==> src/core/mpanel_consts.svh <==
`ifndef MPANEL_CONSTS_SVH
`define MPANEL_CONSTS_SVH

`define MP_ADDR_W 16
`define MP_RESET_ADDR 16'h0000
`define MP_UCODE_LOADED_ADDR 16'h03fc
`define MP_DAR_RST 16'h0000
`define MP_CMP_RST 16'h0000
`define MP_STAGE_RST 8'h00
`define MP_STAGE_FIRST_IDX 5'h1c
`define MP_STAGE_LAST_IDX 5'h1f
`define MP_CLK_PERIOD_NS 25
`define MP_SYNC_PULSE_NS 40
`define MP_SYNC_PULSE_CYC ((`MP_SYNC_PULSE_NS + `MP_CLK_PERIOD_NS - 1) / `MP_CLK_PERIOD_NS)

`endif

==> src/core/mpanel_pkg.sv <==
package mpanel_pkg;

    typedef enum logic [1:0] {fn_engineer, fn_normal, fn_inline, fn_spare} func_t;

    typedef enum logic [1:0] {pol_normal, pol_run_on_error, pol_single_step, pol_stop_on_error} policy_t;

    typedef enum logic [3:0] {
        loop_between_addrs_mode, run_mode, storage_addr_load_mode, compare_load_mode, data_load_mode,
        storage_write_mode, storage_fetch_mode, microcode_load_mode, spare_mode
    } mode_t;

    typedef enum logic [2:0] {
        routine_error_view, ab_view, dsel_data_addr, dsel_mem_lo, dsel_mem_hi, dsel_instr_addr,
        dsel_compare, dsel_switches
    } dsel_t;

    typedef enum logic [1:0] {ss_off, ss_stop, ss_sync} ss_t;

    typedef struct packed {
        func_t function_sel;
        policy_t policy;
        mode_t mode;
        logic [3:0] reg_sel;
        logic inner_outer;
        dsel_t display_sel;
        logic [15:0] cs_addr_sw;
        logic [7:0] data_sw;
        ss_t stop_sync_one;
        ss_t stop_sync_two;
        logic execute_switch;
        logic uprog_reset_sw;
        logic check_reset_sw;
        logic lamp_test_sw;
    } panel_t;

    typedef struct packed {
        logic iar_load;
        logic [15:0] iar_value;
        logic hard_check;
        logic control_check;
        logic [10:0] err_conds;
        logic [7:0] routine_code;
        logic [7:0] error_code;
        logic [7:0] a_bus;
        logic [7:0] b_bus;
        logic [8:0] reg_rd_data;
        logic [31:0] cs_rd_data;
        logic cs_rd_valid;
        logic prog_ready;
        logic microcode_load_mode_done;
    } ctrl_in_t;

    typedef struct packed {
        logic run_enable;
        logic step_grant;
        logic jump_req;
        logic [15:0] jump_addr;
        logic uprog_reset;
        logic [4:0] reg_idx;
        logic reg_wr;
        logic [7:0] reg_wr_data;
        logic cs_wr;
        logic cs_rd;
        logic [15:0] cs_addr;
        logic [31:0] cs_wr_data;
        logic microcode_load_mode_start;
    } ctrl_out_t;

    typedef struct packed {
        logic [15:0] display_bus;
        logic [8:0] register_display;
        logic [10:0] error_display;
        logic execute_switch_delayed;
        logic microcode_load_mode_lamp;
        logic match_lamp_one;
        logic match_lamp_two;
        logic stop_lamp;
        logic sync_pulse;
    } lamps_t;

endpackage

==> src/core/panel_sync.sv <==
`timescale 1ns/1ps
`default_nettype none

module panel_sync #(
    parameter int W = 1
) (
    input wire logic clk,
    input wire logic rstn,
    input wire logic [W-1:0] raw,
    output logic [W-1:0] level,
    output logic [W-1:0] rise
);
    typedef struct packed {
        logic [W-1:0] s1;
        logic [W-1:0] s2;
        logic [W-1:0] s3;
        logic [W-1:0] rise;
    } st_t;

    st_t q;
    st_t d;

    if (W < 1) begin : g_chk
        $error("panel_sync width must be at least one");
    end

    // Two flops before any logic; the rise is taken from the second and third stages.
    always_comb begin
        d = q;
        d.s1 = raw;
        d.s2 = q.s1;
        d.s3 = q.s2;
        d.rise = q.s2 & ~q.s3;
    end

    always_ff @(posedge clk or negedge rstn) begin
        if (!rstn) begin
            q <= '0;
        end else begin
            q <= d;
        end
    end

    assign level = q.s2;
    assign rise = q.rise;

endmodule

`default_nettype wire

==> src/core/addr_match.sv <==
`timescale 1ns/1ps
`default_nettype none

module addr_match (
    input wire logic enable,
    input wire mpanel_pkg::ss_t setting,
    input wire logic iar_load,
    input wire logic [15:0] iar_value,
    input wire logic [15:0] target,
    output logic hit,
    output logic stop_hit,
    output logic sync_hit
);
    import mpanel_pkg::*;

    // A match is taken as the address enters the instruction register, before it executes.
    always_comb begin
        hit = enable && (setting != ss_off) && iar_load && (iar_value == target);
        stop_hit = hit && (setting == ss_stop);
        sync_hit = hit && (setting == ss_sync);
    end

endmodule

`default_nettype wire

==> src/core/maintenance_panel_control.sv <==
// Notes on behaviour
// - Engineer function honours all switches; normal function honours only error-clear/lamp-test and the display selector.
// - Inline function honours only error-clear/lamp-test, execute, storage address, register selector, inner/outer and display selector switches.
// - Normal error policy halts on hard-check errors only.
// - Run-on-error policy never halts on any error.
// - Single-step policy runs one microblock per execute actuation, then holds.
// - Stop-on-error policy halts on hard-check and control-check errors.
// - Nine modes; all but run, recycle, compare-load need single-step policy.
// - Recycle loops between two addresses; run returns to free running.
// - Execute loads data address, compare or selected register from the switches.
// - Store mode writes the four staging registers to storage at data address.
// - Fetch mode reads the storage word at data address for display.
// - Selector plus inner/outer switch picks one of 32 registers.
// - Display selector routes one of eight sources to the display bus.
// - Sixteen display lamps; routine/error and A/B views split left and right.
// - Microprogram reset forces address 0000 and clears instruction, backup, data address.
// - Error-clear clears error latches and match lamps; lamp test lights all lamps.
// - Nine lamps show the selected register; eleven lamps show error conditions.
// - Execute-delayed lamp lit until the microprogram takes the commanded operation.
// - Switch-address match lights lamp one; stop setting halts, sync setting pulses.
// - Second match unit compares against the compare register instead.
// - Stop lamp lights whenever the machine halts, from error or match.
// - Microcode load lights its lamp, then darkens it and shows 03FC.
// - Match triggers as the address loads, before that microinstruction runs.
// - Sync setting gives one pulse per match, 40 ns rounded up to two 25 ns clocks (50 ns wide).
`timescale 1ns/1ps
`default_nettype none
`include "mpanel_consts.svh"

module maintenance_panel_control (
    input wire logic clk,
    input wire logic rstn,
    input wire mpanel_pkg::panel_t panel,
    input wire mpanel_pkg::ctrl_in_t ctrl_in,
    output mpanel_pkg::ctrl_out_t ctrl_out,
    output mpanel_pkg::lamps_t lamps
);
    import mpanel_pkg::*;

    localparam int SYNC_CYC = `MP_SYNC_PULSE_CYC;
    localparam logic [1:0] SYNC_CYC_W = 2'(SYNC_CYC);

    if (SYNC_CYC < 1 || SYNC_CYC > 3) begin : g_chk
        $error("sync pulse length does not fit its counter");
    end

    typedef struct packed {
        logic halted;
        logic pending;
        logic pend_inline;
        mode_t pend_mode;
        logic [15:0] storage_data_addr_reg;
        logic [15:0] cmp;
        logic [3:0][7:0] stage;
        logic [31:0] fetch_data;
        logic fetch_wait;
        logic microcode_load_mode_busy;
        logic match_one;
        logic match_two;
        logic [1:0] sync_cnt;
        logic [10:0] err_latch;
        ctrl_out_t co;
        lamps_t lp;
    } st_t;

    st_t q;
    st_t d;

    panel_t sw_level;
    panel_t sw_rise;
    logic [$bits(panel_t)-1:0] lvl_bits;
    logic [$bits(panel_t)-1:0] rise_bits;

    panel_sync #(
        .W($bits(panel_t))
    ) u_sync (
        .clk(clk),
        .rstn(rstn),
        .raw(panel),
        .level(lvl_bits),
        .rise(rise_bits)
    );

    assign sw_level = panel_t'(lvl_bits);
    assign sw_rise = panel_t'(rise_bits);

    logic is_ce;
    logic is_inline;
    logic hit_one;
    logic stop_one;
    logic sync_one;
    logic hit_two;
    logic stop_two;
    logic sync_two;

    assign is_ce = (sw_level.function_sel == fn_engineer);
    assign is_inline = (sw_level.function_sel == fn_inline);

    addr_match u_match_one (
        .enable(is_ce),
        .setting(sw_level.stop_sync_one),
        .iar_load(ctrl_in.iar_load),
        .iar_value(ctrl_in.iar_value),
        .target(sw_level.cs_addr_sw),
        .hit(hit_one),
        .stop_hit(stop_one),
        .sync_hit(sync_one)
    );

    addr_match u_match_two (
        .enable(is_ce),
        .setting(sw_level.stop_sync_two),
        .iar_load(ctrl_in.iar_load),
        .iar_value(ctrl_in.iar_value),
        .target(q.cmp),
        .hit(hit_two),
        .stop_hit(stop_two),
        .sync_hit(sync_two)
    );

    always_comb begin
        policy_t pol;
        logic [4:0] idx;
        logic execute_switch_ok;
        logic mode_ok;
        logic stage_sel;
        logic [1:0] stage_slot;
        logic clr;
        pol = is_ce ? sw_level.policy : pol_normal;
        idx = {sw_level.reg_sel, sw_level.inner_outer};
        stage_sel = (idx >= `MP_STAGE_FIRST_IDX) && (idx <= `MP_STAGE_LAST_IDX);
        stage_slot = 2'(idx - `MP_STAGE_FIRST_IDX);
        clr = sw_rise.check_reset_sw;
        d = q;
        d.co.step_grant = 1'b0;
        d.co.jump_req = 1'b0;
        d.co.uprog_reset = 1'b0;
        d.co.reg_wr = 1'b0;
        d.co.cs_wr = 1'b0;
        d.co.cs_rd = 1'b0;
        d.co.microcode_load_mode_start = 1'b0;
        d.co.reg_idx = idx;

        // Execute is taken in engineer and inline functions only.
        mode_ok = (sw_level.mode == run_mode) || (sw_level.mode == loop_between_addrs_mode) ||
                  (sw_level.mode == compare_load_mode) || (pol == pol_single_step);
        execute_switch_ok = sw_rise.execute_switch && !q.pending && (is_inline || (is_ce && mode_ok));
        if (execute_switch_ok) begin
            d.pending = 1'b1;
            d.pend_inline = is_inline;
            d.pend_mode = sw_level.mode;
        end

        // The command waits until the microprogram is free to branch to it.
        if (q.pending && ctrl_in.prog_ready) begin
            d.pending = 1'b0;
            if (q.pend_inline) begin
                d.co.jump_req = 1'b1;
                d.co.jump_addr = sw_level.cs_addr_sw;
                d.halted = 1'b0;
            end else begin
                unique case (q.pend_mode)
                    loop_between_addrs_mode, run_mode: begin
                        if (pol == pol_single_step) begin
                            d.co.step_grant = 1'b1;
                        end else begin
                            d.co.jump_req = 1'b1;
                            d.co.jump_addr = sw_level.cs_addr_sw;
                            d.halted = 1'b0;
                        end
                    end
                    storage_addr_load_mode: begin
                        d.storage_data_addr_reg = sw_level.cs_addr_sw;
                    end
                    compare_load_mode: begin
                        d.cmp = sw_level.cs_addr_sw;
                    end
                    data_load_mode: begin
                        if (stage_sel) begin
                            d.stage[stage_slot] = sw_level.data_sw;
                        end else begin
                            d.co.reg_wr = 1'b1;
                            d.co.reg_wr_data = sw_level.data_sw;
                        end
                    end
                    storage_write_mode: begin
                        d.co.cs_wr = 1'b1;
                        d.co.cs_addr = q.storage_data_addr_reg;
                        d.co.cs_wr_data = {q.stage[0], q.stage[1], q.stage[2], q.stage[3]};
                    end
                    storage_fetch_mode: begin
                        d.co.cs_rd = 1'b1;
                        d.co.cs_addr = q.storage_data_addr_reg;
                        d.fetch_wait = 1'b1;
                    end
                    microcode_load_mode: begin
                        d.co.microcode_load_mode_start = 1'b1;
                        d.microcode_load_mode_busy = 1'b1;
                    end
                    default: begin
                        d.pending = 1'b0;
                    end
                endcase
            end
        end

        if (q.fetch_wait && ctrl_in.cs_rd_valid) begin
            d.fetch_wait = 1'b0;
            d.fetch_data = ctrl_in.cs_rd_data;
        end

        if (q.microcode_load_mode_busy && ctrl_in.microcode_load_mode_done) begin
            d.microcode_load_mode_busy = 1'b0;
            d.storage_data_addr_reg = `MP_UCODE_LOADED_ADDR;
        end

        if (is_ce && sw_rise.uprog_reset_sw) begin
            d.co.uprog_reset = 1'b1;
            d.co.jump_addr = `MP_RESET_ADDR;
            d.storage_data_addr_reg = `MP_DAR_RST;
        end

        // Halting follows the error policy, and either match unit in stop setting.
        if (ctrl_in.hard_check && (pol == pol_normal || pol == pol_stop_on_error)) begin
            d.halted = 1'b1;
        end
        if (ctrl_in.control_check && pol == pol_stop_on_error) begin
            d.halted = 1'b1;
        end
        if (stop_one || stop_two) begin
            d.halted = 1'b1;
        end

        // Recycle: a hit on the compare address sends the program back to the switch address.
        if (is_ce && sw_level.mode == loop_between_addrs_mode && hit_two && !stop_two) begin
            d.co.jump_req = 1'b1;
            d.co.jump_addr = sw_level.cs_addr_sw;
        end

        // Sticky flags: a new event in the clearing cycle survives the clear.
        d.err_latch = (clr ? 11'h000 : q.err_latch) | ctrl_in.err_conds;
        d.match_one = (clr ? 1'b0 : q.match_one) | hit_one;
        d.match_two = (clr ? 1'b0 : q.match_two) | hit_two;

        if (sync_one || sync_two) begin
            d.sync_cnt = SYNC_CYC_W;
        end else if (q.sync_cnt != 2'h0) begin
            d.sync_cnt = q.sync_cnt - 2'h1;
        end

        d.co.run_enable = !d.halted && (pol != pol_single_step);

        unique case (sw_level.display_sel)
            routine_error_view: d.lp.display_bus = {ctrl_in.routine_code, ctrl_in.error_code};
            ab_view: d.lp.display_bus = {ctrl_in.a_bus, ctrl_in.b_bus};
            dsel_data_addr: d.lp.display_bus = d.storage_data_addr_reg;
            dsel_mem_lo: d.lp.display_bus = q.fetch_data[31:16];
            dsel_mem_hi: d.lp.display_bus = q.fetch_data[15:0];
            dsel_instr_addr: d.lp.display_bus = ctrl_in.iar_value;
            dsel_compare: d.lp.display_bus = q.cmp;
            dsel_switches: d.lp.display_bus = sw_level.cs_addr_sw;
        endcase
        if (!is_ce && !is_inline) begin
            d.lp.register_display = 9'h000;
        end else if (stage_sel) begin
            d.lp.register_display = {~^d.stage[stage_slot], d.stage[stage_slot]};
        end else begin
            d.lp.register_display = ctrl_in.reg_rd_data;
        end
        d.lp.error_display = d.err_latch;
        d.lp.execute_switch_delayed = d.pending;
        d.lp.microcode_load_mode_lamp = d.microcode_load_mode_busy;
        d.lp.match_lamp_one = d.match_one;
        d.lp.match_lamp_two = d.match_two;
        d.lp.stop_lamp = d.halted;
        d.lp.sync_pulse = (d.sync_cnt != 2'h0);

        if (sw_level.lamp_test_sw) begin
            d.lp.display_bus = 16'hffff;
            d.lp.register_display = 9'h1ff;
            d.lp.error_display = 11'h7ff;
            d.lp.execute_switch_delayed = 1'b1;
            d.lp.microcode_load_mode_lamp = 1'b1;
            d.lp.match_lamp_one = 1'b1;
            d.lp.match_lamp_two = 1'b1;
            d.lp.stop_lamp = 1'b1;
        end
    end

    always_ff @(posedge clk or negedge rstn) begin
        if (!rstn) begin
            q <= '0;
            q.storage_data_addr_reg <= `MP_DAR_RST;
            q.cmp <= `MP_CMP_RST;
            q.pend_mode <= run_mode;
            q.stage <= {4{`MP_STAGE_RST}};
        end else begin
            q <= d;
        end
    end

    assign ctrl_out = q.co;
    assign lamps = q.lp;

endmodule

`default_nettype wire

==> config.mk <==
export PLATFORM = sky130hd
export DESIGN_NAME = maintenance_panel_control
export DESIGN_NICKNAME = d
export VERILOG_FILES = /design/src/core/mpanel_pkg.sv /design/src/core/panel_sync.sv /design/src/core/addr_match.sv /design/src/core/maintenance_panel_control.sv
export VERILOG_INCLUDE_DIRS = /design/src /design/src/core
export SDC_FILE = /design/constraint.sdc
export NUM_CORES = 1
export LEC_CHECK = 0
export BUFFER_PORTS_ARGS = -buffer_cell sky130_fd_sc_hd__buf_2
export CORE_MARGIN = 3
export CORE_UTILIZATION = 45
export CTS_BUF_LIST = sky130_fd_sc_hd__clkbuf_16
export DETAILED_ROUTE_END_ITERATION = 10
export GPL_TIMING_DRIVEN = 0
export PLACE_DENSITY_LB_ADDON = 0.15
export SLEW_MARGIN = 20
export SYNTH_ARGS = -nofsm -noshare
export SYNTH_HDL_FRONTEND = slang
export SYNTH_SLANG_ARGS = --single-unit
==> constraint.sdc <==
create_clock -name clk -period 2.87 [get_ports clk]
set_input_delay 0.1435 -clock clk [delete_from_list [all_inputs] [get_ports clk]]
set_output_delay 0.1435 -clock clk [all_outputs]
set_load 0.005 [all_outputs]
# Yosys cells after proc, flatten, opt, wreduce, memory -nomap -nowiden
# Index checks and enable logic that the tools add are counted.
totals:
  regBits: 351
  input_bits: 156
  output_inout_bits: 127
  word_cells: 198
op_classes:
  addsub: 2
  order_cmp: 4
  n_eq_ne: 28
  muxes: 54
  bitwise_logic: 7
  reduce_logical: 60
ops:
  columns: ["op", "count"]
  rows:
  - ["64-bit two-way mux", 2]
  - ["16-bit one-hot mux with 8 select lines", 1]
  - ["60-bit two-way mux", 2]
  - ["32-bit two-way mux", 3]
  - ["16-bit two-way mux", 5]
  - ["17-bit two-way mux", 4]
  - ["41-bit two-way mux", 1]
  - ["18-bit two-way mux", 2]
  - ["9-bit two-way mux", 4]
  - ["32-bit bitwise mux", 1]
  - ["16-bit == test", 2]
  - ["1-bit logical AND", 26]
  - ["1-bit two-way mux", 17]
  - ["8-bit binary-select mux with 2-bit select", 1]
  - ["8-bit demux with 2-bit select", 1]
  - ["4-bit by 3-bit == test with 1-bit output, second input constant", 4]
  - ["8-bit two-way mux", 2]
  - ["3-bit AND reduction", 5]
  - ["3-bit == test, second input constant", 4]
  - ["4-bit by 2-bit == test with 1-bit output, second input constant", 3]
  - ["2-bit two-way mux", 6]
  - ["2-bit nonzero test", 6]
  - ["11-bit two-way mux", 1]
  - ["11-bit bitwise OR", 1]
  - ["28 further kinds", 51]

# Logic depth before layout (Yosys ltp)
logic_depth:
  word_depth: 16
  depth_mapped: 10
  ltp_nobuf: 9

# By module
# Synthesis repeated with hierarchy kept, for this count alone.
hier_totals:
  hier_cells: 1345
  area_unflattened_um2: 18153.7
modules_own_cells:
  columns: ["mod", "n_inst", "cells_each", "area_per_inst_um2", "seq_area_each_um2"]
  rows:
  - ["maintenance_panel_control", 1, 941, 11487.3, 6182.2]
  - ["panel_sync", 1, 336, 6185.9, 4804.6]
  - ["addr_match", 2, 34, 240.2, 0.0]

# Worst setup path after synthesis
# OpenSTA, ideal clock, no wires.
synth_path:
  path_type: "register -> register"
  startpoint: "reg q[241] in the netlist's numbering"
  endpoint: "reg q, in the netlist lamps[25]"
  setup_time_ns: 0.103
  t_arrival_ns: 2.324
  t_required_ns: 2.767
  slack_ns: 0.442
  stages_incl_launch_ff: 10
  n_path_buf: 3
  synth_period_minus_slack_ns: 2.428
  path_cell_list: "dfrtp_1 buf_6 or4b_1 buf_2 buf_6 o31a_1 a211o_1 a211oi_2 a211oi_1 o41ai_2"
synth_rtl:
  columns: ["item", "line_no", "text"]
  rows:
  - ["start, declared", "maintenance_panel_control.sv:66", "st_t q;"]

==> flow_metrics.env <==
export IMPL_status="finished, final reports clean"
export IMPL_yosysWarningCount=0
export IMPL_hpwl_um=28300
export IMPL_critPathCaptureType="register"
export IMPL_syn_area_um2=14500
export IMPL_r2r_end="lamps[25]"
export IMPL_clk_pin_slew_ns=0.06
export IMPL_first_pass_iters=5
export IMPL_postLayoutCellArea_um2=18900
export IMPL_yosys_area_top_type="dfrtp_1"
export IMPL_die_h_um=186
export IMPL_grt_max_degree=105
export IMPL_grt_pass1_wl_um=60000
export IMPL_final_period_utilization=0.944
export IMPL_synth_edff_count=0
export IMPL_fmax_mhz=369
export IMPL_rsz0062_at_grt="no"
export IMPL_crit_type="register to register"
export IMPL_min_to="lamps[35]"
export IMPL_min_path_type="primary input to register"
export IMPL_path_max_fanout=10
export IMPL_rr_startpoint="q[241]"
export IMPL_fp_dieArea_um2=34500
export IMPL_grt_antenna_before_repair=8
export IMPL_core_um2=31700
export IMPL_post_synth_num_cell_types=60
export IMPL_grt_overflow=0
export IMPL_fin_cells=1977
export IMPL_rrSetupSlack_ns=0.16
export IMPL_initial_utilization=0.458
export IMPL_io_pins=283
export IMPL_wirelength_um=39500
export IMPL_yosysMostFrequentCell="dfrtp_1"
export IMPL_drcViolationCount=0
export IMPL_ys_flop_type="dfrtp_1"
export IMPL_syn_avg_cell_area_um2=13.1
export IMPL_synth_commonest_cells="348 x dfrtp_1, 149 x mux2_2, 127 x buf_4"
export IMPL_drt_iter0_drc=728
export IMPL_grt_pass1_vias=10332
export IMPL_cts_sinks=349
export IMPL_cp_data_arrival_time_ns=3.11
export IMPL_hold_viol=0
export IMPL_syn_num_nets=1265
export IMPL_fin_tns_setup_ns=0
export IMPL_reg2regPathDepth=9
export IMPL_p_leak_uw=0.00938
export IMPL_dieWidth_um=186
export IMPL_ys_top_cells_by_area="dfrtp_1 60%, mux2_2 12%, buf_4 6.6%"
export IMPL_hold_path_startpoint="ctrl_in[69]"
export IMPL_drv_slew=0
export IMPL_rows=65
export IMPL_layout_min_cycle_time_ns=2.71
export IMPL_p_per_area_nw_per_um2=647
export IMPL_drive_above_1_share=0.426
export IMPL_start_kind="register"
export IMPL_syn_to_final_growth_pct=29.9
export IMPL_cts_tree="built"
export IMPL_ant_nets=0
export IMPL_wl_per_cell_um=20.0
export IMPL_vias=10197
export IMPL_worst_pin_slew_ns=0.852
export IMPL_ys_seq_area_frac=0.601
export IMPL_cts_root_buf="clkbuf_16"
export IMPL_drv_cap=0
export IMPL_required_ns=3.27
export IMPL_netlist_instances=1107
export IMPL_htreeDepth=2
export IMPL_worstSkewPairLatency_ns=0.52
export IMPL_min_path_cells=3
export IMPL_setup_viol=0
export IMPL_drt_vias_per_instance=5.16
export IMPL_placed_cells=1794
export IMPL_yosys_area_top_type_share=0.600
export IMPL_grt_usage=0.228
export IMPL_relSlewSlack=0.427
export IMPL_async_flop_share=1.00
export IMPL_portBuffers=282
export IMPL_dpl_cell_area_um2=16500
export IMPL_fin_skew_ns=0.0297
export IMPL_num_nets_final=1702
export IMPL_synth_seq_cells=349
export IMPL_clk_path_buf_depth=3
export IMPL_gp_congestion=0.922
export IMPL_cts_buffers=38
export IMPL_vdd_drop_max_mv=0.562
==> where the power goes <==
group          leakage [uW]  internal (uW)  switching, uW
Clock              0.000604           2600           1950
Sequential          0.00437           5490            359
Combinational       0.00441           1010            811
Total               0.00938           9090           3120
==> sequential cells by signal, indices dropped and copies added (netlist names) <==
register / flops
q: 120
lamps: 42
u_sync.d: 48
ctrl_out: 85
u_sync.q: 3
u_sync.level: 48
u_sync.rise: 3
==> placed cells by master (no fill, tap or decap), drive strengths merged, types with 16 or more instances in the layout <==
master	instances
buf	428
or2	16
a22o	20
dfrtp	348
a21o	16
mux2	149
dlygate4sd3	111
clkinv	18
a21oi	42
o21ai	28
xor2	27
nor2	28
inv	31
nand2	58
clkbuf	68
==> layer usage <==
metal  up-vias  global-route usage  share of wire
met4         8              0.0658          0.029
met3        85              0.0467          0.069
met1      5069               0.327           0.44
met5         -                   0         0.0011
met2       371               0.354           0.46
li1       4664                   -              -
==> through the flow <==
stage	util	worst slack (ns)	hold slack [ns]	total power, uW
floorplan	-	0.442	-0.152	6850
global placement	0.518	-5.08	0.252	7550
detailed placement	0.521	-0.632	0.124	7610
CTS	0.594	0.0729	0.0127	12300
global route	0.595	0.00562	0.0572	12700
finish	0.595	0.161	0.0450	12200
==> logic make-up (layout without fill, tap and decap cells) <==
kind of cell / Yosys count / in the layout / synth area share
xor+xnor: 32 / 32 / 0.0193
simple gates: 168 / 168 / 0.0599
compound gates: 187 / 187 / 0.0900
mux: 174 / 174 / 0.143
flops: 349 / 349 / 0.601
fa+ha+maj: 2 / 2 / 0.00172
buf+inv: 195 / 660 / 0.0846
other cells: 0 / 3 / 0
==> what timing repair did <==
| action | in CTS | in global routing |
|---|---|---|
| resized for setup | 10 | 7 |
| setup endpoints to repair | 70 | 60 |
| hold endpoints to repair | 186 | 0 |
| hold buffers | 111 | 0 |
| setup buffers | 1 | 1 |
| pin swaps | 1 | 2 |
==> area by class of cell <==
class / instances / area (um2)
repair buffers: 398 / 2630
flip-flops and latches: 349 / 8740
clock buffers: 38 / 951
multi-input cells: 563 / 4600
well taps: 402 / 503
diodes: 3 / 7.51
plain buffers: 171 / 1150
fillers: 2637 / 12900
clock inverters: 30 / 205
inverters: 23 / 86.3
==> worst max path at each step <==
stage                          start             to  slack [ns]  cells past startpoint
floorplan                     q[241]      lamps[25]        0.44                      9
CTS                 u_sync.level[46]       lamps[1]        0.07                      9
global placement                rstn  u_sync.d[128]       -5.08                      1
finish                        q[241]      lamps[25]        0.16                      9
global route                  q[244]   ctrl_out[41]       0.006                      8
detailed placement  u_sync.level[46]   ctrl_out[80]       -0.63                      9
==> critical path: stages (launching register included) <==
cell	delay, ns
dfrtp_1	0.37
buf_6	0.14
or4b_1	0.53
buf_2	0.17
buf_6	0.14
o31a_1	0.23
a221oi_1	0.41
o211a_1	0.25
a211oi_1	0.06
o41ai_2	0.30
Power figures use the tool's default switching activity.
